**config.mk**
```make
export PLATFORM = sky130hd
export DESIGN_NAME = reset_cause_and_init_state
export DESIGN_NICKNAME = d
export VERILOG_FILES = /design/src/verilog/reset_cause_pkg.sv /design/src/verilog/cause_if.sv /design/src/verilog/reset_cause_encoder.sv /design/src/verilog/reset_cause_and_init_state.sv
export SDC_FILE = /design/constraint.sdc
export NUM_CORES = 1
export LEC_CHECK = 0
export BUFFER_PORTS_ARGS = -buffer_cell sky130_fd_sc_hd__buf_2
export CORE_MARGIN = 2
export CORE_UTILIZATION = 50
export DETAILED_ROUTE_END_ITERATION = 7
export PLACE_DENSITY = 0.77
export SYNTH_ARGS = -nofsm -noshare
export SYNTH_HDL_FRONTEND = slang
export SYNTH_HIERARCHICAL = 1
export SYNTH_SLANG_ARGS = --single-unit
```
**constraint.sdc**
```tcl
create_clock -name pclk -period 2.09 [get_ports pclk]
set_input_delay 0.3135 -clock pclk [delete_from_list [all_inputs] [get_ports pclk]]
set_output_delay 0.3135 -clock pclk [all_outputs]
set_load 0.02 [all_outputs]
```
**src/verilog/reset_cause_pkg.sv**
```systemverilog
package reset_cause_pkg;

  // Clock and reset hold timing
  localparam int CLK_PERIOD_NS = 5;
  localparam int HOLD_TIME_NS  = 40;
  localparam int HOLD_CYCLES   = (HOLD_TIME_NS + CLK_PERIOD_NS - 1) / CLK_PERIOD_NS;
  localparam int HOLD_CNT_W    = $clog2(HOLD_CYCLES + 1);

  // Register indices; byte address is four times the index
  localparam logic [9:0] STATUS_IDX     = 10'h003;
  localparam logic [9:0] INTERRUPT_CONTROL_REG_IDX     = 10'h00b;
  localparam logic [9:0] PERIPHERAL_IRQ_FLAGS_IDX       = 10'h00c;
  localparam logic [9:0] COMPARATOR_CONFIG_IDX      = 10'h01f;
  localparam logic [9:0] OPTION_IDX     = 10'h081;
  localparam logic [9:0] PORTA_DIR_IDX  = 10'h085;
  localparam logic [9:0] PORTB_DIR_IDX  = 10'h086;
  localparam logic [9:0] POWER_CONTROL_FLAGS_IDX       = 10'h08e;
  localparam logic [9:0] VOLTAGE_REFERENCE_CONFIG_IDX      = 10'h09f;
  localparam logic [9:0] IRQ_STATUS_IDX = 10'h0c0;
  localparam logic [9:0] IRQ_MASK_IDX   = 10'h0c1;
  localparam logic [9:0] CONTROL_IDX    = 10'h0c2;

  // Field positions
  localparam int TO_BIT       = 4;
  localparam int PD_BIT       = 3;
  localparam int POR_BIT      = 1;
  localparam int BOR_BIT      = 0;
  localparam int GIE_BIT      = 7;
  localparam int CMP_FLAG_BIT = 6;
  localparam int CTRL_SLEEP   = 0;
  localparam int CTRL_BOR_EN  = 1;

  // Values loaded by a reset, plus write mask, interrupt vector and cause count
  localparam logic [7:0]  OPTION_RESET    = 8'hff;
  localparam logic [4:0]  PORTA_DIR_RESET = 5'h1f;
  localparam logic [7:0]  PORTB_DIR_RESET = 8'hff;
  localparam logic [5:0]  COMPARATOR_CONFIG_RESET     = 6'h00;
  localparam logic [7:0]  VOLTAGE_REFERENCE_CONFIG_RESET     = 8'h00;
  localparam logic [7:0]  VOLTAGE_REFERENCE_CONFIG_MASK      = 8'hef;
  localparam logic [7:0]  STATUS_POR      = 8'h18;
  localparam logic [15:0] RESET_VECTOR    = 16'h0000;
  localparam logic [15:0] IRQ_VECTOR      = 16'h0004;
  localparam int          NUM_CAUSES      = 7;

  typedef enum logic [2:0] {
    CAUSE_POR,
    CAUSE_PIN_RUN,
    CAUSE_PIN_SLEEP,
    CAUSE_WDT_RUN,
    CAUSE_WDT_WAKE,
    CAUSE_BOR,
    CAUSE_IRQ_WAKE
  } cause_type;

  typedef enum logic [1:0] {
    SEQ_HOLD,
    SEQ_RUN,
    SEQ_SLEEP,
    SEQ_VECTOR
  } seq_type;

endpackage

```
**src/verilog/cause_if.sv**
```systemverilog
`timescale 1ns/10ps
interface cause_if #(
  parameter int PC_WIDTH = 13
);
  reset_cause_pkg::cause_type cause;
  logic [7:0]                 status_old;
  logic [1:0]                 power_control_flags_old;
  logic [7:0]                 interrupt_control_reg_old;
  logic [PC_WIDTH-1:0]        pc_old;
  logic [7:0]                 status_new;
  logic [1:0]                 power_control_flags_new;
  logic [PC_WIDTH-1:0]        pc_new;
  logic                       is_wake;
  logic                       vector_after;

  modport requester (
    output cause, status_old, power_control_flags_old, interrupt_control_reg_old, pc_old,
    input  status_new, power_control_flags_new, pc_new, is_wake, vector_after
  );

  modport encoder (
    input  cause, status_old, power_control_flags_old, interrupt_control_reg_old, pc_old,
    output status_new, power_control_flags_new, pc_new, is_wake, vector_after
  );
endinterface

```
**src/verilog/reset_cause_encoder.sv**
```systemverilog
`timescale 1ns/10ps
module reset_cause_encoder #(
  parameter int PC_WIDTH = 13
) (
  cause_if.encoder link
);

  // Flag, counter and vector values for the pending cause
  always_comb begin
    link.status_new   = link.status_old;
    link.power_control_flags_new     = link.power_control_flags_old;
    link.pc_new       = reset_cause_pkg::RESET_VECTOR[PC_WIDTH-1:0];
    link.is_wake      = 1'b0;
    link.vector_after = 1'b0;
    unique case (link.cause)
      reset_cause_pkg::CAUSE_POR: begin
        link.status_new = reset_cause_pkg::STATUS_POR;
        link.power_control_flags_new   = 2'b00;
      end
      reset_cause_pkg::CAUSE_PIN_RUN: begin
        link.status_new[7:5] = 3'b000;
      end
      reset_cause_pkg::CAUSE_PIN_SLEEP: begin
        link.status_new[7:5]                     = 3'b000;
        link.status_new[reset_cause_pkg::TO_BIT] = 1'b1;
        link.status_new[reset_cause_pkg::PD_BIT] = 1'b0;
      end
      reset_cause_pkg::CAUSE_WDT_RUN: begin
        link.status_new[7:5]                     = 3'b000;
        link.status_new[reset_cause_pkg::TO_BIT] = 1'b0;
      end
      reset_cause_pkg::CAUSE_WDT_WAKE: begin
        link.status_new[reset_cause_pkg::TO_BIT] = 1'b0;
        link.status_new[reset_cause_pkg::PD_BIT] = 1'b0;
        link.pc_new  = link.pc_old + 1'b1;
        link.is_wake = 1'b1;
      end
      reset_cause_pkg::CAUSE_BOR: begin
        link.status_new[7:5]                   = 3'b000;
        link.power_control_flags_new[reset_cause_pkg::BOR_BIT] = 1'b0;
      end
      reset_cause_pkg::CAUSE_IRQ_WAKE: begin
        link.status_new[reset_cause_pkg::TO_BIT] = 1'b1;
        link.status_new[reset_cause_pkg::PD_BIT] = 1'b0;
        link.pc_new       = link.pc_old + 1'b1;
        link.is_wake      = 1'b1;
        link.vector_after = link.interrupt_control_reg_old[reset_cause_pkg::GIE_BIT];
      end
    endcase
  end

endmodule

```
**src/verilog/reset_cause_and_init_state.sv**
```systemverilog
`timescale 1ns/10ps
// Summary of operation
// - A power-on reset leaves the time-out flag set.
// - A power-on reset leaves the power-down flag set.
// - A pin reset while running loads address zero and clears status bits 7..5 only.
// - A pin reset while asleep loads address zero, sets time-out and clears power-down.
// - An interrupt wake-up resumes at the next address, sets time-out, clears power-down.
// - With interrupts globally enabled, an interrupt wake-up runs one instruction then jumps to 0x004.
// - A watchdog reset clears time-out at address zero; a watchdog wake-up clears both.
// - A brown-out reset loads address zero, clears the brown-out flag, keeps the other.
// - The four cause flags tell the resets apart, except a pin reset while running, which leaves all four unchanged.
// - Non power-on resets clear status bits 7..5, set time-out and power-down by cause.
// - Power-on loads status 0001 1xxx and clears the power-on flag.
// - Unused power-control bits 7..2 read as zero.
// - Wake-ups keep the special registers but merge wake flags; resets load fixed values.
// - The brown-out flag may be anything while the brown-out detector is disabled.
module reset_cause_and_init_state #(
  parameter int PC_WIDTH = 13
) (
  input  wire logic                pclk,
  input  wire logic                presetn,
  input  wire logic                psel,
  input  wire logic                penable,
  input  wire logic                pwrite,
  input  wire logic [11:0]         paddr,
  input  wire logic [31:0]         pwdata,
  output logic      [31:0]         prdata,
  output logic                     pready,
  output logic                     pslverr,
  input  wire logic                external_reset_pin_n,
  input  wire logic                watchdog_timer,
  input  wire logic                brownout_detect,
  input  wire logic                irq_wake,
  input  wire logic [2:0]          wake_int_flags,
  input  wire logic                wake_cmp_flag,
  input  wire logic [PC_WIDTH-1:0] core_pc,
  input  wire logic                instr_done,
  output logic                     core_hold,
  output logic                     pc_load,
  output logic      [PC_WIDTH-1:0] pc_value,
  output logic                     asleep,
  output logic                     global_irq_enable,
  output logic      [4:0]          port_a_direction,
  output logic      [7:0]          port_b_direction,
  output logic                     irq
);

  generate
    if (PC_WIDTH < 3 || PC_WIDTH > 16) begin : g_bad_width
      $error("PC_WIDTH must lie between 3 and 16");
    end
  endgenerate

  typedef struct packed {
    reset_cause_pkg::seq_type               state;
    reset_cause_pkg::cause_type             cause;
    logic [reset_cause_pkg::HOLD_CNT_W-1:0] hold_cnt;
    logic                                   core_hold;
    logic                                   pc_load;
    logic [PC_WIDTH-1:0]                    pc_value;
    logic                                   asleep;
    logic [7:0]                             status;
    logic [1:0]                             power_control_flags;
    logic [7:0]                             interrupt_control_reg;
    logic                                   cmp_flag;
    logic [5:0]                             comparator_config;
    logic [7:0]                             option;
    logic [4:0]                             dir_a;
    logic [7:0]                             dir_b;
    logic [7:0]                             voltage_reference_config;
    logic [reset_cause_pkg::NUM_CAUSES-1:0] irq_status;
    logic [reset_cause_pkg::NUM_CAUSES-1:0] irq_mask;
    logic                                   bor_en;
    logic                                   pready;
    logic                                   pslverr;
    logic [31:0]                            prdata;
    logic                                   irq;
  } state_type;

  localparam state_type RESET_STATE = '{
    state:    reset_cause_pkg::SEQ_HOLD,
    cause:    reset_cause_pkg::CAUSE_POR,
    hold_cnt: reset_cause_pkg::HOLD_CNT_W'(reset_cause_pkg::HOLD_CYCLES - 1),
    core_hold: 1'b1,
    option:   reset_cause_pkg::OPTION_RESET,
    dir_a:    reset_cause_pkg::PORTA_DIR_RESET,
    dir_b:    reset_cause_pkg::PORTB_DIR_RESET,
    bor_en:   1'b1,
    default:  '0
  };

  state_type s_reg;
  state_type s_next;
  logic [9:0] idx;
  logic       setup;
  logic       access;

  cause_if #(.PC_WIDTH(PC_WIDTH)) link ();

  reset_cause_encoder #(.PC_WIDTH(PC_WIDTH)) encoder_inst (
    .link (link.encoder)
  );

  // Encoder sees the pending cause and the current register values
  assign link.cause      = s_reg.cause;
  assign link.status_old = s_reg.status;
  assign link.power_control_flags_old   = s_reg.power_control_flags;
  assign link.interrupt_control_reg_old = s_reg.interrupt_control_reg;
  assign link.pc_old     = core_pc;

  assign idx    = paddr[11:2];
  assign setup  = psel && !penable;
  assign access = psel && penable && s_reg.pready;

  // Known register address check
  function automatic logic addr_mapped(input logic [11:0] a);
    logic [9:0] i;
    i = a[11:2];
    return (a[1:0] == 2'b00) &&
           (i == reset_cause_pkg::STATUS_IDX || i == reset_cause_pkg::INTERRUPT_CONTROL_REG_IDX ||
            i == reset_cause_pkg::PERIPHERAL_IRQ_FLAGS_IDX || i == reset_cause_pkg::COMPARATOR_CONFIG_IDX ||
            i == reset_cause_pkg::OPTION_IDX || i == reset_cause_pkg::PORTA_DIR_IDX ||
            i == reset_cause_pkg::PORTB_DIR_IDX || i == reset_cause_pkg::POWER_CONTROL_FLAGS_IDX ||
            i == reset_cause_pkg::VOLTAGE_REFERENCE_CONFIG_IDX || i == reset_cause_pkg::IRQ_STATUS_IDX ||
            i == reset_cause_pkg::IRQ_MASK_IDX || i == reset_cause_pkg::CONTROL_IDX);
  endfunction

  // Read data for one register; unused bits are zero
  function automatic logic [31:0] read_word(input state_type s, input logic [9:0] i);
    logic [31:0] d;
    d = 32'h0000_0000;
    unique case (i)
      reset_cause_pkg::STATUS_IDX:     d[7:0] = s.status;
      reset_cause_pkg::POWER_CONTROL_FLAGS_IDX:       d[1:0] = s.power_control_flags;
      reset_cause_pkg::INTERRUPT_CONTROL_REG_IDX:     d[7:0] = s.interrupt_control_reg;
      reset_cause_pkg::PERIPHERAL_IRQ_FLAGS_IDX:       d[reset_cause_pkg::CMP_FLAG_BIT] = s.cmp_flag;
      reset_cause_pkg::COMPARATOR_CONFIG_IDX:      d[5:0] = s.comparator_config;
      reset_cause_pkg::OPTION_IDX:     d[7:0] = s.option;
      reset_cause_pkg::PORTA_DIR_IDX:  d[4:0] = s.dir_a;
      reset_cause_pkg::PORTB_DIR_IDX:  d[7:0] = s.dir_b;
      reset_cause_pkg::VOLTAGE_REFERENCE_CONFIG_IDX:      d[7:0] = s.voltage_reference_config;
      reset_cause_pkg::IRQ_STATUS_IDX: d[6:0] = s.irq_status;
      reset_cause_pkg::IRQ_MASK_IDX:   d[6:0] = s.irq_mask;
      reset_cause_pkg::CONTROL_IDX:    d[reset_cause_pkg::CTRL_BOR_EN] = s.bor_en;
      default:                         d = 32'h0000_0000;
    endcase
    return d;
  endfunction

  // Begin a hold sequence for a new cause
  function automatic state_type start_hold(input state_type s,
                                           input reset_cause_pkg::cause_type c);
    state_type t;
    t           = s;
    t.state     = reset_cause_pkg::SEQ_HOLD;
    t.cause     = c;
    t.hold_cnt  = reset_cause_pkg::HOLD_CNT_W'(reset_cause_pkg::HOLD_CYCLES - 1);
    t.core_hold = 1'b1;
    t.asleep    = 1'b0;
    return t;
  endfunction

  // Next state: bus access, sequencer, interrupt
  always_comb begin
    logic sleep_req;
    logic bor_hit;
    sleep_req = 1'b0;
    s_next = s_reg;
    s_next.pc_load = 1'b0;
    bor_hit = brownout_detect && s_reg.bor_en;

    // APB answer one cycle after setup
    s_next.pready  = setup;
    s_next.pslverr = setup && !addr_mapped(paddr);
    if (setup) begin
      s_next.prdata = pwrite ? 32'h0000_0000 : read_word(s_reg, idx);
    end
    if (access && !s_reg.pslverr && pwrite) begin
      unique case (idx)
        reset_cause_pkg::STATUS_IDX: begin
          s_next.status[7:5] = pwdata[7:5];
          s_next.status[2:0] = pwdata[2:0];
        end
        reset_cause_pkg::POWER_CONTROL_FLAGS_IDX:      s_next.power_control_flags   = pwdata[1:0];
        reset_cause_pkg::INTERRUPT_CONTROL_REG_IDX:    s_next.interrupt_control_reg = pwdata[7:0];
        reset_cause_pkg::PERIPHERAL_IRQ_FLAGS_IDX:      s_next.cmp_flag = pwdata[reset_cause_pkg::CMP_FLAG_BIT];
        reset_cause_pkg::COMPARATOR_CONFIG_IDX:     s_next.comparator_config  = pwdata[5:0];
        reset_cause_pkg::OPTION_IDX:    s_next.option = pwdata[7:0];
        reset_cause_pkg::PORTA_DIR_IDX: s_next.dir_a  = pwdata[4:0];
        reset_cause_pkg::PORTB_DIR_IDX: s_next.dir_b  = pwdata[7:0];
        reset_cause_pkg::VOLTAGE_REFERENCE_CONFIG_IDX:     s_next.voltage_reference_config  = pwdata[7:0] & reset_cause_pkg::VOLTAGE_REFERENCE_CONFIG_MASK;
        reset_cause_pkg::IRQ_MASK_IDX:  s_next.irq_mask = pwdata[6:0];
        reset_cause_pkg::CONTROL_IDX: begin
          s_next.bor_en = pwdata[reset_cause_pkg::CTRL_BOR_EN];
          sleep_req     = pwdata[reset_cause_pkg::CTRL_SLEEP];
        end
        default: begin
        end
      endcase
    end
    // Read clears only the bits that were returned
    if (access && !pwrite && idx == reset_cause_pkg::IRQ_STATUS_IDX && !s_reg.pslverr) begin
      s_next.irq_status = s_reg.irq_status & ~s_reg.prdata[6:0];
    end

    // Reset and wake sequencer
    unique case (s_reg.state)
      reset_cause_pkg::SEQ_HOLD: begin
        if (bor_hit) begin
          s_next = start_hold(s_next, reset_cause_pkg::CAUSE_BOR);
        end else if (!external_reset_pin_n) begin
          s_next = start_hold(s_next, s_reg.cause);
        end else if (s_reg.hold_cnt != '0) begin
          s_next.hold_cnt = s_reg.hold_cnt - 1'b1;
        end else begin
          s_next.status    = link.status_new;
          s_next.power_control_flags      = link.power_control_flags_new;
          s_next.pc_value  = link.pc_new;
          s_next.pc_load   = 1'b1;
          s_next.core_hold = 1'b0;
          s_next.irq_status[s_reg.cause] = 1'b1;
          s_next.state = link.vector_after ? reset_cause_pkg::SEQ_VECTOR
                                           : reset_cause_pkg::SEQ_RUN;
          if (link.is_wake) begin
            s_next.interrupt_control_reg[2:0] = s_next.interrupt_control_reg[2:0] | wake_int_flags;
            s_next.cmp_flag    = s_next.cmp_flag | wake_cmp_flag;
          end else begin
            s_next.option   = reset_cause_pkg::OPTION_RESET;
            s_next.dir_a    = reset_cause_pkg::PORTA_DIR_RESET;
            s_next.dir_b    = reset_cause_pkg::PORTB_DIR_RESET;
            s_next.comparator_config    = reset_cause_pkg::COMPARATOR_CONFIG_RESET;
            s_next.voltage_reference_config    = reset_cause_pkg::VOLTAGE_REFERENCE_CONFIG_RESET;
            s_next.cmp_flag = 1'b0;
            s_next.interrupt_control_reg[7:1] = 7'h00;
            if (s_reg.cause == reset_cause_pkg::CAUSE_POR) begin
              s_next.interrupt_control_reg[0] = 1'b0;
            end
          end
        end
      end
      reset_cause_pkg::SEQ_RUN, reset_cause_pkg::SEQ_VECTOR: begin
        if (bor_hit) begin
          s_next = start_hold(s_next, reset_cause_pkg::CAUSE_BOR);
        end else if (!external_reset_pin_n) begin
          s_next = start_hold(s_next, reset_cause_pkg::CAUSE_PIN_RUN);
        end else if (watchdog_timer) begin
          s_next = start_hold(s_next, reset_cause_pkg::CAUSE_WDT_RUN);
        end else if (s_reg.state == reset_cause_pkg::SEQ_VECTOR) begin
          if (instr_done) begin
            s_next.pc_value = reset_cause_pkg::IRQ_VECTOR[PC_WIDTH-1:0];
            s_next.pc_load  = 1'b1;
            s_next.interrupt_control_reg[reset_cause_pkg::GIE_BIT] = 1'b0;
            s_next.state    = reset_cause_pkg::SEQ_RUN;
          end
        end else if (sleep_req) begin
          s_next.state  = reset_cause_pkg::SEQ_SLEEP;
          s_next.asleep = 1'b1;
        end
      end
      reset_cause_pkg::SEQ_SLEEP: begin
        if (bor_hit) begin
          s_next = start_hold(s_next, reset_cause_pkg::CAUSE_BOR);
        end else if (!external_reset_pin_n) begin
          s_next = start_hold(s_next, reset_cause_pkg::CAUSE_PIN_SLEEP);
        end else if (watchdog_timer) begin
          s_next = start_hold(s_next, reset_cause_pkg::CAUSE_WDT_WAKE);
        end else if (irq_wake) begin
          s_next = start_hold(s_next, reset_cause_pkg::CAUSE_IRQ_WAKE);
        end
      end
    endcase

    // Level interrupt from unmasked sticky bits
    s_next.irq = |(s_next.irq_status & s_next.irq_mask);
  end

  // State register
  always_ff @(posedge pclk or negedge presetn) begin
    if (!presetn) begin
      s_reg <= RESET_STATE;
    end else begin
      s_reg <= s_next;
    end
  end

  // Outputs straight from the state register
  assign prdata            = s_reg.prdata;
  assign pready            = s_reg.pready;
  assign pslverr           = s_reg.pslverr;
  assign core_hold         = s_reg.core_hold;
  assign pc_load           = s_reg.pc_load;
  assign pc_value          = s_reg.pc_value;
  assign asleep            = s_reg.asleep;
  assign global_irq_enable = s_reg.interrupt_control_reg[reset_cause_pkg::GIE_BIT];
  assign port_a_direction  = s_reg.dir_a;
  assign port_b_direction  = s_reg.dir_b;
  assign irq               = s_reg.irq;
endmodule

```
Word-level counts from Yosys, hierarchy flattened
Index checks and enable logic that the tools add are counted.
{"block": "word_totals", "register_bits": 129, "in_bits": 71, "out_inout_bits": 65, "elab_cells": 201}
{"block": "classes", "add_sub_neg": 2, "magnitude_cmp": 2, "n_eq_ne": 44, "n_mux": 71, "bitwise": 8, "n_reduce_logical": 47}
{"operator": "129-bit 2-to-1 mux", "count": 7}
{"operator": "129-bit one-hot mux with 3 select lines", "count": 1}
{"operator": "61-bit 2-to-1 mux", "count": 2}
{"operator": "10-bit by 8-bit equality test with 1-bit output, second input constant", "count": 8}
{"operator": "8-bit 2-to-1 mux", "count": 7}
{"operator": "49-bit 2-to-1 mux", "count": 1}
{"operator": "35-bit 2-to-1 mux", "count": 1}
{"operator": "32-bit 2-to-1 mux", "count": 1}
{"operator": "15-bit 2-to-1 mux", "count": 2}
{"operator": "5-bit inequality test, second input constant", "count": 6}
{"operator": "14-bit 2-to-1 mux", "count": 2}
{"operator": "3-bit one-hot mux with 9 select lines", "count": 1}
{"operator": "10-bit by 4-bit equality test with 1-bit output, second input constant", "count": 2}
{"operator": "19-bit 2-to-1 mux", "count": 1}
{"operator": "2-bit inequality test, second input constant", "count": 9}
{"operator": "1-bit 2-to-1 mux", "count": 16}
{"operator": "2-bit 2-to-1 mux", "count": 8}
{"operator": "1-bit one-hot mux with 8 select lines", "count": 2}
{"operator": "3-bit 2-to-1 mux", "count": 5}
{"operator": "7-bit AND", "count": 2}
{"operator": "7-bit 2-to-1 mux", "count": 2}
{"operator": "13-bit by 1-bit adder with 13-bit output, second input constant", "count": 1}
{"operator": "13-bit 2-to-1 mux", "count": 1}
{"operator": "1-bit logical AND", "count": 12}
{"operator": "39 further kinds", "count": 74}

Depth between registers and ports, before layout
Gate-level depths: netlist (run 1).
{"block": "logic_depth", "ltp_word": 22, "depth_mapped": 10, "mapped_depth_nobuf": 8}

Modules after synthesis
The synthesis (run 1) kept the hierarchy.
{"module": "reset_cause_and_init_state", "n_inst": 1, "cells_per_inst": 653, "area_each_um2": 6119.6, "seq_area_each_um2": 2660.1}
{"module": "reset_cause_encoder", "n_inst": 1, "cells_per_inst": 70, "area_each_um2": 406.6, "seq_area_each_um2": 0.0}

Worst setup path after synthesis (run 1)
OpenSTA, ideal clock, no wires.
{"block": "synth_path", "kind": "flip-flop to flip-flop", "from": "register s_reg[127] (netlist bit)", "to": "register s_reg (netlist bit irq)", "setup_time_ns": 0.139, "arrival_time_ns": 1.991, "slack_ns": -0.039, "path_stages_with_launch": 8, "path_buffers": 0, "period_less_slack_ns": 2.129, "path_cell_list": "dfrtp_1 inv_1 ha_1 nor4_2 nor3b_1 a311o_1 a222oi_1 nand3_1"}
{"element": "start: declaration", "line_no": "reset_cause_and_init_state.sv:92", "rtl": "state_type s_reg;"}
{"element": "start signal: assignment", "line_no": "reset_cause_and_init_state.sv:282", "rtl": "s_reg <= s_next;"}

==> metrics.md, run 1 <==
| Metric | Value |
|---|---|
| Status | finished, final reports clean |
| Worst Tran Pin Value | 578 ps |
| Initial Utilization | 51.5% |
| Pre-antenna DRT Iters | 6 |
| Cell count after synthesis | 723 |
| Routability cong. | 1.01 |
| H-tree depth | 3 |
| Die Wd | 118 um |
| DRT iter0 DRCs | 641 |
| Maxcap violations | 0 |
| Clock Sinks | 105 |
| Total power | 0.00598 W |
| Filler instances | 1094 |
| Reg-to-Reg Start | s_reg[128]$_DFFE_PN0P_ |
| Post-Route Skew | 7.95 ps |
| Worst Reg-to-Reg Cells | 8 |
| Post-place instance area | 7330 sq um |
| Crit path to | irq$_DFF_PN0_ |
| Root buffer cell | clkbuf_16 |
| Area Overhead vs Synth | 19.2% |
| Multi-input gate area | 3390 sq um |
| Most frequent cell after synthesis | nand2_1 |
| EDFF count, synth | 0 |
| Layout Nets | 912 |
| Clock transition at path regs | 70 ps |
| Setup-failing EPs final | 0 |
| Place WS | -158 ps |
| DRT Wirelength | 19700 um |
| Fmax | 485 MHz |
| Register area share after synthesis | 40.8% |
| Worst VDD drop | 0.421 mV |
| Post-synth top area share | 30.3% |
| Worst-skew pair later-pin latency | 350 ps |
| Final slew viol count | 0 |
| Critical path data arrival time | 2280 ps |
| Post-synthesis cell type count | 75 |
| First-pass GRT wire length | 31000 um |
| TritonCTS buffer count | 9 |
| HP Class | in -> reg |
| Die Span Y | 118 um |
| Critical path startpoint | s_reg[128]$_DFFE_PN0P_ |
| R2r setup slk | 30 ps |
| Yosys reg bits | 105 |
| Grt total ovfl | 0 |
| DR vias/cell | 6.01 |
| Avg Inst Size Synth | 9.03 sq um |
| Async S/R FF share, synth | 100% |
| Hpwl dp | 14800 um |
| Ys flop type | dfrtp_1 |
| IO Count | 136 |
| Total GRT Usage | 28.0% |
| Largest net degree at the start of global routing | 43 |
| Critical Path End Type | flop |
| Synth cell count leaders | nand2_1 (100), dfrtp_1 (79), buf_4 (59) |
| Core box area | 12700 sq um |
| PD cells | 769 nW/um^2 |
| Period utilization | 98.7% |
| Clock Path Buffers | 2 |
| Worst-path maximum fanout | 4 |
| Leakage | 3.54 nW |
| Post-route antenna net violation count | 0 |
| Final setup margin | 27.6 ps |
| Std cell rows | 41 |
| Die area | 14000 sq um |
| Tmin final | 2060 ps |
| Drt drc | 0 |
| Hold Fails Final Rpt | 0 |
| Final setup TNS | 0 ps |
| Largest register FFs | 44 |
| Via count | 6060 |
| TritonCTS clock tree | built |
| Required time of the worst setup path | 2310 ps |
| Wire per inst | 19.5 um |
| Antenna cells | 0 |
| WS Path Type | reg -> reg |
| Port Buffer Count | 87 |
| Yosys warning count | 6 |
| Vias in the first global route | 5738 |
| Layout cell share with drive strength beyond 1 | 30.6% |
| RSZ-0062 raised after global routing | yes |
| Post-Syn Area | 6530 sq um |
| Post-route cell area | 7780 sq um |
| Reg area | 2660 sq um |
| Top post-synthesis cells by area | dfrtp_1 (30%), dfstp_2 (10%), mux2i_1 (7.1%), buf_4 (6.8%), nand2_1 (5.8%) |
| Initial antenna violation count | 0 |
| Reg-to-reg endpoint | irq$_DFF_PN0_ |
| CP startpoint kind | flop |
| Relative slew slack | 61.2% |
| Yosys top cell by area | dfrtp_1 |
## worst min-delay path by stage
stage	slack, ps	cells past startpoint	from	end
floorplan	20	0	presetn	asleep$_DFFE_PN0P_
global placement	300	1	presetn	s_reg[128]$_DFFE_PN0P_
detailed placement	310	1	presetn	s_reg[128]$_DFFE_PN0P_
CTS	200	3	wake_int_flags[2]	link.interrupt_control_reg_old[2]$_DFF_PN0_
global route	200	3	wake_int_flags[2]	link.interrupt_control_reg_old[2]$_DFF_PN0_
finish	200	3	wake_int_flags[2]	link.interrupt_control_reg_old[2]$_DFF_PN0_
## final cells by class
type / instances / share of cell area (%)
Clock buffer: 11 / 2.99
Clock inverter: 5 / 1.13
Inverter: 19 / 0.917
Multi-Input combinational cell: 528 / 43.6
Sequential cell: 105 / 34.2
Tap cell: 172 / 2.77
Timing Repair Buffer: 169 / 14.4
## cells in the final DEF, fill, tap and decap left out, drive strengths merged, types with 10 or more instances in the layout
cell type,instances
nand3,34
nor2,55
and2,10
clkbuf,11
nand2,100
a21oi,35
buf,168
dfrtp,79
mux2i,46
nor3,11
conb,24
mux2,11
a31oi,25
dfstp,26
o21ai,28
inv,21
## kinds of logic after synthesis
group	after synthesis	share of synthesized area [%]
xor gates and xnor gates	3	0.403
adders and majority gates	9	1.73
muxes	57	8.95
buffers and inverters	113	10.2
AOI/OAI and AO/OA	154	15.6
other	1	0.0575
and+or+nand+nor	281	22.3
DFF	105	40.8
## stage by stage
| step | hold WS (ps) | utilization [%] | instances |
|---|---|---|---|
| global route | 201 | 61.4 | 1009 |
| floorplan | 17.9 | - | 746 |
| finish | 200 | 61.4 | 1009 |
| detailed placement | 308 | 57.8 | 989 |
| global placement | 304 | 57.8 | 989 |
| CTS | 196 | 60.7 | 1006 |
## power breakdown
part | internal (W) | leakage [nW] | switching, W
registers | 0.00215 | 1.35 | 0.000119
clock network | 0.00106 | 0.152 | 0.000786
logic | 0.000736 | 2.04 | 0.00113
## metal layers
| layer | wire length, um | track usage (%) | vias to the layer above |
|---|---|---|---|
| met3 | 1560 | 3.81 | 47 |
| li1 | - | - | 2740 |
| met2 | 9050 | 43.8 | 309 |
| met4 | 653 | 11.4 | 0 |
| met1 | 8430 | 39.4 | 2964 |
| met5 | 0 | 0 | - |
## critical path: stages, from the launching register on
cell,delay (ps)
dfrtp_2,420
inv_2,80
ha_2,210
nor4_4,250
buf_4,180
nor3b_2,50
a311o_1,330
a222oi_1,290
nand3_1,120
## what timing repair did
action | in CTS | in global routing
buffers inserted | 0 | 2
gates resized for setup | 11 | 18
pin swaps | 4 | 6
cloned | 0 | 1
endpoints found under the hold margin | 28 | 0
endpoints found under the setup margin | 5 | 16
hold buffers | 1 | 0
(Power assumes the default switching activity.)
==> run 2: changes to the inputs <==
- SETUP_SLACK_MARGIN: not set -> 0.4
==> run 2 against run 1 <==
  * The run now ends with setup timing left
  * Total power up 20%
  * Sequential power about the same
  * Global-route usage is 4.1 points higher
  * Final cell count grew 5.4%
  * Sequential share of layout area is 6.6 points lower
  * First-iteration DRC count rose by 3.6%
  * Worst hold slack lost 6.8 ps
  * Critical path depth rose by 2
  * Clock-buffer cell count increased by 1
  * Design area increased by 24%
  * Clock power shrank 9%
  * Die area is the same
  * Largest cell class unchanged
  * Largest power group is now combinational logic
==> metrics.md, run 2 (synthesis gave the netlist of run 1 again) <==
| Metric | Value |
|---|---|
| Status | finished, violations left |
| Failing checks | setup timing |
| HP Class | in -> reg |
| Period utilization | 103% (+4.1 points) |
| Post-route antenna net violation count | 0 (unchanged) |
| Clock Sinks | 105 (unchanged) |
| Hpwl dp | 14800 um (-0.27%) |
| Final setup margin | -58.6 ps (-86.2 ps) |
| Worst-skew pair later-pin latency | 370 ps (+20 ps) |
| Port Buffer Count | 87 (unchanged) |
| PD cells | 746 nW/um^2 (-2.9%) |
| Via count | 6772 (+12%) |
| Routability cong. | 0.969 (-3.6%) |
| DR vias/cell | 6.37 (+6.1%) |
| Tmin final | 2150 ps (+86.2 ps) |
| WS Path Type | reg -> reg |
| Hold Fails Final Rpt | 0 (unchanged) |
| CP startpoint kind | flop |
| Clock Path Buffers | 2 (unchanged) |
| Top layer in use | met4 |
| Placed insts | 997 (+0.81%) |
| Wire per inst | 23.4 um (+20%) |
| Required time of the worst setup path | 2310 ps (about the same) |
| Largest register FFs | 44 (unchanged) |
| Vias in the first global route | 6473 (+13%) |
| Std cell rows | 41 (unchanged) |
| Filler instances | 805 (-26%) |
| H-tree depth | 3 (unchanged) |
| Critical Path End Type | flop |
| First-pass GRT wire length | 35200 um (+14%) |
| Worst Tran Pin Value | 640 ps (+62.5 ps) |
| Post-route cell area | 9650 sq um (+24%) |
| Reg area | 2660 sq um (about the same) |
| Maxcap violations | 0 (unchanged) |
| Final slew viol count | 0 (unchanged) |
| Total GRT Usage | 32.2% (+4.1 points) |
| Worst VDD drop | 0.545 mV (+29%) |
| Routed length on met1 | 8960 um (+6.3%) |
| Leakage | 4.09 nW (+16%) |
| RSZ-0062 raised after global routing | yes |
| Critical path startpoint | s_reg[127]$_DFFE_PN0P_ |
| IO Count | 136 (unchanged) |
| Setup-failing EPs final | 1 (+1) |
| Drt drc | 0 (unchanged) |
| R2r setup slk | -60 ps (-90 ps) |
| TritonCTS buffer count | 9 (unchanged) |
| Antenna cells | 0 (unchanged) |
| Fmax | 465 MHz (-4.0%) |
| Finished Layout Cells | 1063 (+5.4%) |
| Initial antenna violation count | 0 (unchanged) |
| Worst Reg-to-Reg Cells | 10 (+2) |
| Critical path data arrival time | 2370 ps (+90 ps) |
| Met3 wire len | 2320 um (+49%) |
| Largest net degree at the start of global routing | 45 (+4.7%) |
| TritonCTS clock tree | built |
| Die Span Y | 118 um (unchanged) |
| Post-Route Skew | 12.5 ps (+4.56 ps) |
| Post-place instance area | 7550 sq um (+3.1%) |
| Core box area | 12700 sq um (unchanged) |
| Crit path to | irq$_DFF_PN0_ |
| Die Wd | 118 um (unchanged) |
| Initial Utilization | 51.5% (unchanged) |
| Root buffer cell | clkbuf_16 |
| Layout cell share with drive strength beyond 1 | 51.1% (+20 points) |
| DRT Wirelength | 24900 um (+27%) |
| Worst-path maximum fanout | 5 (+1) |
| Clock transition at path regs | 70 ps (about the same) |
| Pre-antenna DRT Iters | 5 (-1) |
| Most frequent cells in the layout | nand2_1 (89), buf_4 (89), buf_2 (83) |
| Area Overhead vs Synth | 47.8% |
| Layout Nets | 966 (+5.9%) |
| Reg-to-reg endpoint | irq$_DFF_PN0_ |
| Metal2 WL | 12100 um (+34%) |
| DRT iter0 DRCs | 664 (+3.6%) |
| Multi-input gate area | 4530 sq um (+34%) |
| Grt total ovfl | 0 (unchanged) |
| Die area | 14000 sq um (unchanged) |
| Relative slew slack | 57.0% (-4.2 points) |
| Reg-to-Reg Start | s_reg[127]$_DFFE_PN0P_ |
-- run 2: cell count changes in the layout (fill, tap and decap cells not counted), sizes merged, moves of 2 or more --
| cell | before | now |
|---|---|---|
| clkbuf | 11 | 13 |
| inv | 21 | 19 |
| clkinv | 0 | 4 |
| buf | 168 | 220 |
| bufinv | 2 | 0 |
-- run 2: layout make-up --
| class | instances | share of cell area (%) |
|---|---|---|
| clock inverter | 4 | 0.285 |
| timing repair buffer | 222 | 19.4 |
| multi-input combinational | 529 | 47.0 |
| sequential | 105 | 27.6 |
| clock buffer | 12 | 2.66 |
| tap | 172 | 2.23 |
| inverter | 19 | 0.791 |
-- run 2: critical path, stage by stage, from the launching register on --
cell	delay, ps
dfrtp_2	460
inv_4	70
ha_4	190
nor4_4	350
buf_4	190
buf_6	100
nor3b_2	30
a31oi_1	160
nand2_1	100
a22oi_1	230
nand3_1	110
-- run 2: worst min-delay path by stage --
stage / startpoint / slack [ps] / to / depth (start not counted)
2_1_floorplan: presetn / 20 / asleep$_DFFE_PN0P_ / 0
3_3_place_gp: presetn / 310 / prdata[7]$_DFFE_PN0P_ / 1
3_5_place_dp: presetn / 320 / pslverr$_DFF_PN0_ / 1
4_1_cts: wake_int_flags[2] / 180 / link.interrupt_control_reg_old[2]$_DFF_PN0_ / 3
5_1_grt: wake_int_flags[1] / 200 / link.interrupt_control_reg_old[1]$_DFF_PN0_ / 3
6_report: wake_int_flags[1] / 190 / link.interrupt_control_reg_old[1]$_DFF_PN0_ / 3
-- run 2: metal layers --
layer	vias to the layer above	track usage, %
li1	2860	-
met1	3303	40.1
met2	477	53.3
met3	132	6.32
met4	0	15.7
met5	-	0
-- run 2: what timing repair did --
item	in CTS	in global routing
resized for setup	123	155
hold buffers	1	0
endpoints found under the setup margin	86	94
pin swaps	47	45
setup buffers	29	13
cloned	7	0
endpoints found under the hold margin	20	0
-- run 2: stage by stage --
step / utilization, % / hold slack [ps] / worst slack (ps) / total power [W] / TNS [ps]
after global placement: 59.6 / 309 / -86.6 / 0.00397 / -86.6
after global routing: 76.1 / 202 / -175 / 0.00745 / -179
final: 76.1 / 194 / -58.6 / 0.00720 / -58.6
after floorplan: - / 17.9 / 39.2 / 0.00344 / 0
after CTS: 69.4 / 178 / 25.8 / 0.00656 / 0
after detailed placement: 59.6 / 321 / -73.1 / 0.00402 / -73.1
-- run 2: report_power, final --
group,internal (W),total [W],leakage (nW),switching (W)
sequential,0.00215,0.00230,1.35,0.000147
clock,0.000875,0.00168,0.143,0.000804
combinational,0.00144,0.00323,2.60,0.00179
==> run 3: changes to the inputs <==
- CORE_UTILIZATION: 50 -> 55
- PLACE_DENSITY: 0.77 -> not set
- PLACE_DENSITY_LB_ADDON: not set -> 0.08
- clock period: 2.09 -> 2.5 ns (I/O delays scaled with it)
==> run 3 against run 2 <==
  * The flow finishes with violations (DRC)
  * First-iteration DRC count is 29% lower
  * Final cell count is 11% lower
  * Combinational power is 57% lower
  * Clock-buffer cell count is 2 lower
  * Worst hold slack better by 56 ps
  * Clock power is 11% lower
  * Flip-flop and latch count stayed put
  * Critical endpoint unchanged
  * Largest cell class unchanged
==> metrics.md, run 3 (synthesis gave the netlist of run 1 again) <==
| Metric | Value |
|---|---|
| Status | finished, violations left |
| Failing checks | DRC |
| Antenna cells | 0 (unchanged) |
| Fmax | 456 MHz (-2.0%) |
| Maxcap violations | 0 (unchanged) |
| Total power | 0.00477 W (-34%) |
| Required time of the worst setup path | 2710 ps (+400 ps) |
| Final setup TNS | 0 ps (+58.6 ps) |
| RSZ-0062 raised after global routing | yes |
| TritonCTS clock tree | built |
| Area Overhead vs Synth | 13.6% |
| Core box area | 11500 sq um (-9.1%) |
| DRT Wirelength | 19100 um (-23%) |
| CP max stage cell | dfstp_2 |
| Die area | 12800 sq um (-8.8%) |
| PD cells | 644 nW/um^2 (-14%) |
| Largest register FFs | 44 (unchanged) |
| R2r setup slk | 310 ps (+370 ps) |
| Die Wd | 113 um (-4.5%) |
| Critical path cell sequence | inv_2 -> ha_4 -> or3b_4 -> nor2_2 -> and4_1 -> a311o_1 -> a222oi_1 -> nand3_1 |
| Vias in the first global route | 5471 (-15%) |
| Leading cell type in the layout, fill and taps excluded | nand2_1 |
| Wire per inst | 20.2 um (-14%) |
| Fin Hold WS | 250 ps (+56.0 ps) |
| WS Path Type | reg -> reg |
| First-pass GRT wire length | 30200 um (-14%) |
| Crit path to | irq$_DFF_PN0_ |
| Total GRT Usage | 31.0% (-1.2 points) |
| Critical path startpoint | s_reg[120]$_DFFE_PN1P_ |
| DR vias/cell | 6.04 (-5.2%) |
| Post-route antenna net violation count | 0 (unchanged) |
| Tmin final | 2190 ps (+44.7 ps) |
| Crit-path max cell delay | 540 ps (+80 ps) |
| Via count | 5714 (-16%) |
| Final slew viol count | 0 (unchanged) |
| Relative slew slack | 60.5% (+3.5 points) |
| CP startpoint kind | flop |
| Reg-to-Reg Start | s_reg[120]$_DFFE_PN1P_ |
| Hold Crit Depth | 3 (unchanged) |
| Initial Utilization | 56.7% (+5.2 points) |
| Hpwl dp | 14300 um (-3.0%) |
| Routability cong. | 0.983 (+1.4%) |
| Root buffer cell | clkbuf_16 |
| Setup-failing EPs final | 0 (-1) |
| Clock Sinks | 105 (unchanged) |
| Drt drc | 11 (+11) |
| Critical Path End Type | flop |
| Layout Nets | 879 (-9.0%) |
| Grt total ovfl | 0 (unchanged) |
| Critical path data arrival time | 2400 ps (+30 ps) |
| Initial antenna violation count | 0 (unchanged) |
| HP Class | in -> reg |
| Largest net degree at the start of global routing | 81 (+80%) |
| Die Span Y | 113 um (-4.5%) |
| Clock Path Buffers | 2 (unchanged) |
| IO Count | 136 (unchanged) |
| TritonCTS buffer count | 9 (unchanged) |
| Worst Reg-to-Reg Cells | 8 (-2) |
| Pre-antenna DRT Iters | 8 (+3) |
| Clock transition at path regs | 70 ps (about the same) |
| Hold Fails Final Rpt | 0 (unchanged) |
| Layout cell share with drive strength beyond 1 | 27.5% (-24 points) |
| Worst-path maximum fanout | 4 (-1) |
| Port Buffer Count | 87 (unchanged) |
| Filler instances | 962 (+20%) |
| Std cell rows | 39 (-4.9%) |
| Most frequent cells in the layout | nand2_1 (98), buf_2 (86), dfrtp_1 (78) |
| Finished Layout Cells | 946 (-11%) |
| H-tree depth | 3 (unchanged) |
| Period utilization | 87.7% (-15 points) |
| Leakage | 3.35 nW (-18%) |
| Worst-skew pair later-pin latency | 350 ps (-20 ps) |
| DRT iter0 DRCs | 469 (-29%) |
| Worst Tran Pin Value | 588 ps (-52.7 ps) |
| Post-Route Skew | 9.13 ps (-3.37 ps) |
| Placed insts | 922 (-7.5%) |
| Worst VDD drop | 0.494 mV (-9.3%) |
| Reg-to-reg endpoint | irq$_DFF_PN0_ |
## run 3: cell count changes in the layout (fill, tap and decap cells not counted), moves of 11 or more
cell     delta
buf_4      -42
nor2_1     +28
buf_6      -24
mux2i_1    +21
nor2_4     -20
mux2i_4    -17
nand3_1    +16
nand3_2    -16
a31oi_1    +14
a31oi_4    -14
buf_12     -14
a21oi_1    +11
o21ai_0    +11
## run 3: what timing repair did
item / CTS / global route
endpoints found under the setup margin: 60 / 36
buffers inserted: 7 / 1
hold endpoints to repair: 21 / 0
hold buffers: 1 / 0
pin swaps: 5 / 7
resized for setup: 14 / 8
## run 3: worst min-delay path by stage
stage	startpoint	endpoint	slack, ps
finish	wake_int_flags[1]	link.interrupt_control_reg_old[1]$_DFF_PN0_	250
global route	wake_int_flags[1]	link.interrupt_control_reg_old[1]$_DFF_PN0_	240
CTS	wake_int_flags[1]	link.interrupt_control_reg_old[1]$_DFF_PN0_	240
detailed placement	presetn	pc_value[5]$_DFFE_PN0P_	320
global placement	presetn	pc_value[7]$_DFFE_PN0P_	320
floorplan	presetn	asleep$_DFFE_PN0P_	80
## run 3: power by group
| group | total, W | leakage, nW | switching [W] | internal, W |
|---|---|---|---|---|
| logic | 0.00139 | 1.85 | 0.000889 | 0.000500 |
| registers | 0.00189 | 1.35 | 0.0000930 | 0.00180 |
| clock network | 0.00150 | 0.149 | 0.000624 | 0.000872 |
| total | 0.00477 | 3.35 | 0.00161 | 0.00317 |
## run 3: area by class of cell
class	count	area [sq um]	area share (%)
Multi-Input combinational cell	528	3360	45.3
Sequential cell	105	2660	35.9
Timing Repair Buffer	136	833	11.2
Clock buffer	10	229	3.09
Tap cell	143	179	2.41
Clock inverter	5	81.3	1.10
Inverter	19	71.3	0.962
## run 3: through the flow
stage | util (%) | instance area (sq um) | setup slack, ps
after floorplan | - | 6620 | 401
after global placement | 60.5 | 6970 | 193
after detailed placement | 60.5 | 6970 | 121
after CTS | 64.1 | 7380 | 337
after global routing | 64.4 | 7410 | 171
final | 64.4 | 7410 | 307
## run 3: per-layer routing
metal	GRT usage, %	vias up	wire length, um
met2	46.2	247	8460
met5	0	-	0
li1	-	2659	-
met1	45.2	2779	8540
met4	9.35	0	435
met3	7.61	29	1650
## run 3: worst max-delay path, delay by kind of cell (launching register included)
| kind | cells | cell delay (ps) |
|---|---|---|
| buf+inv | 1 | 50 |
| simple gates | 4 | 620 |
| flops | 1 | 540 |
| compound gates | 2 | 680 |
| fa+ha+maj | 1 | 160 |
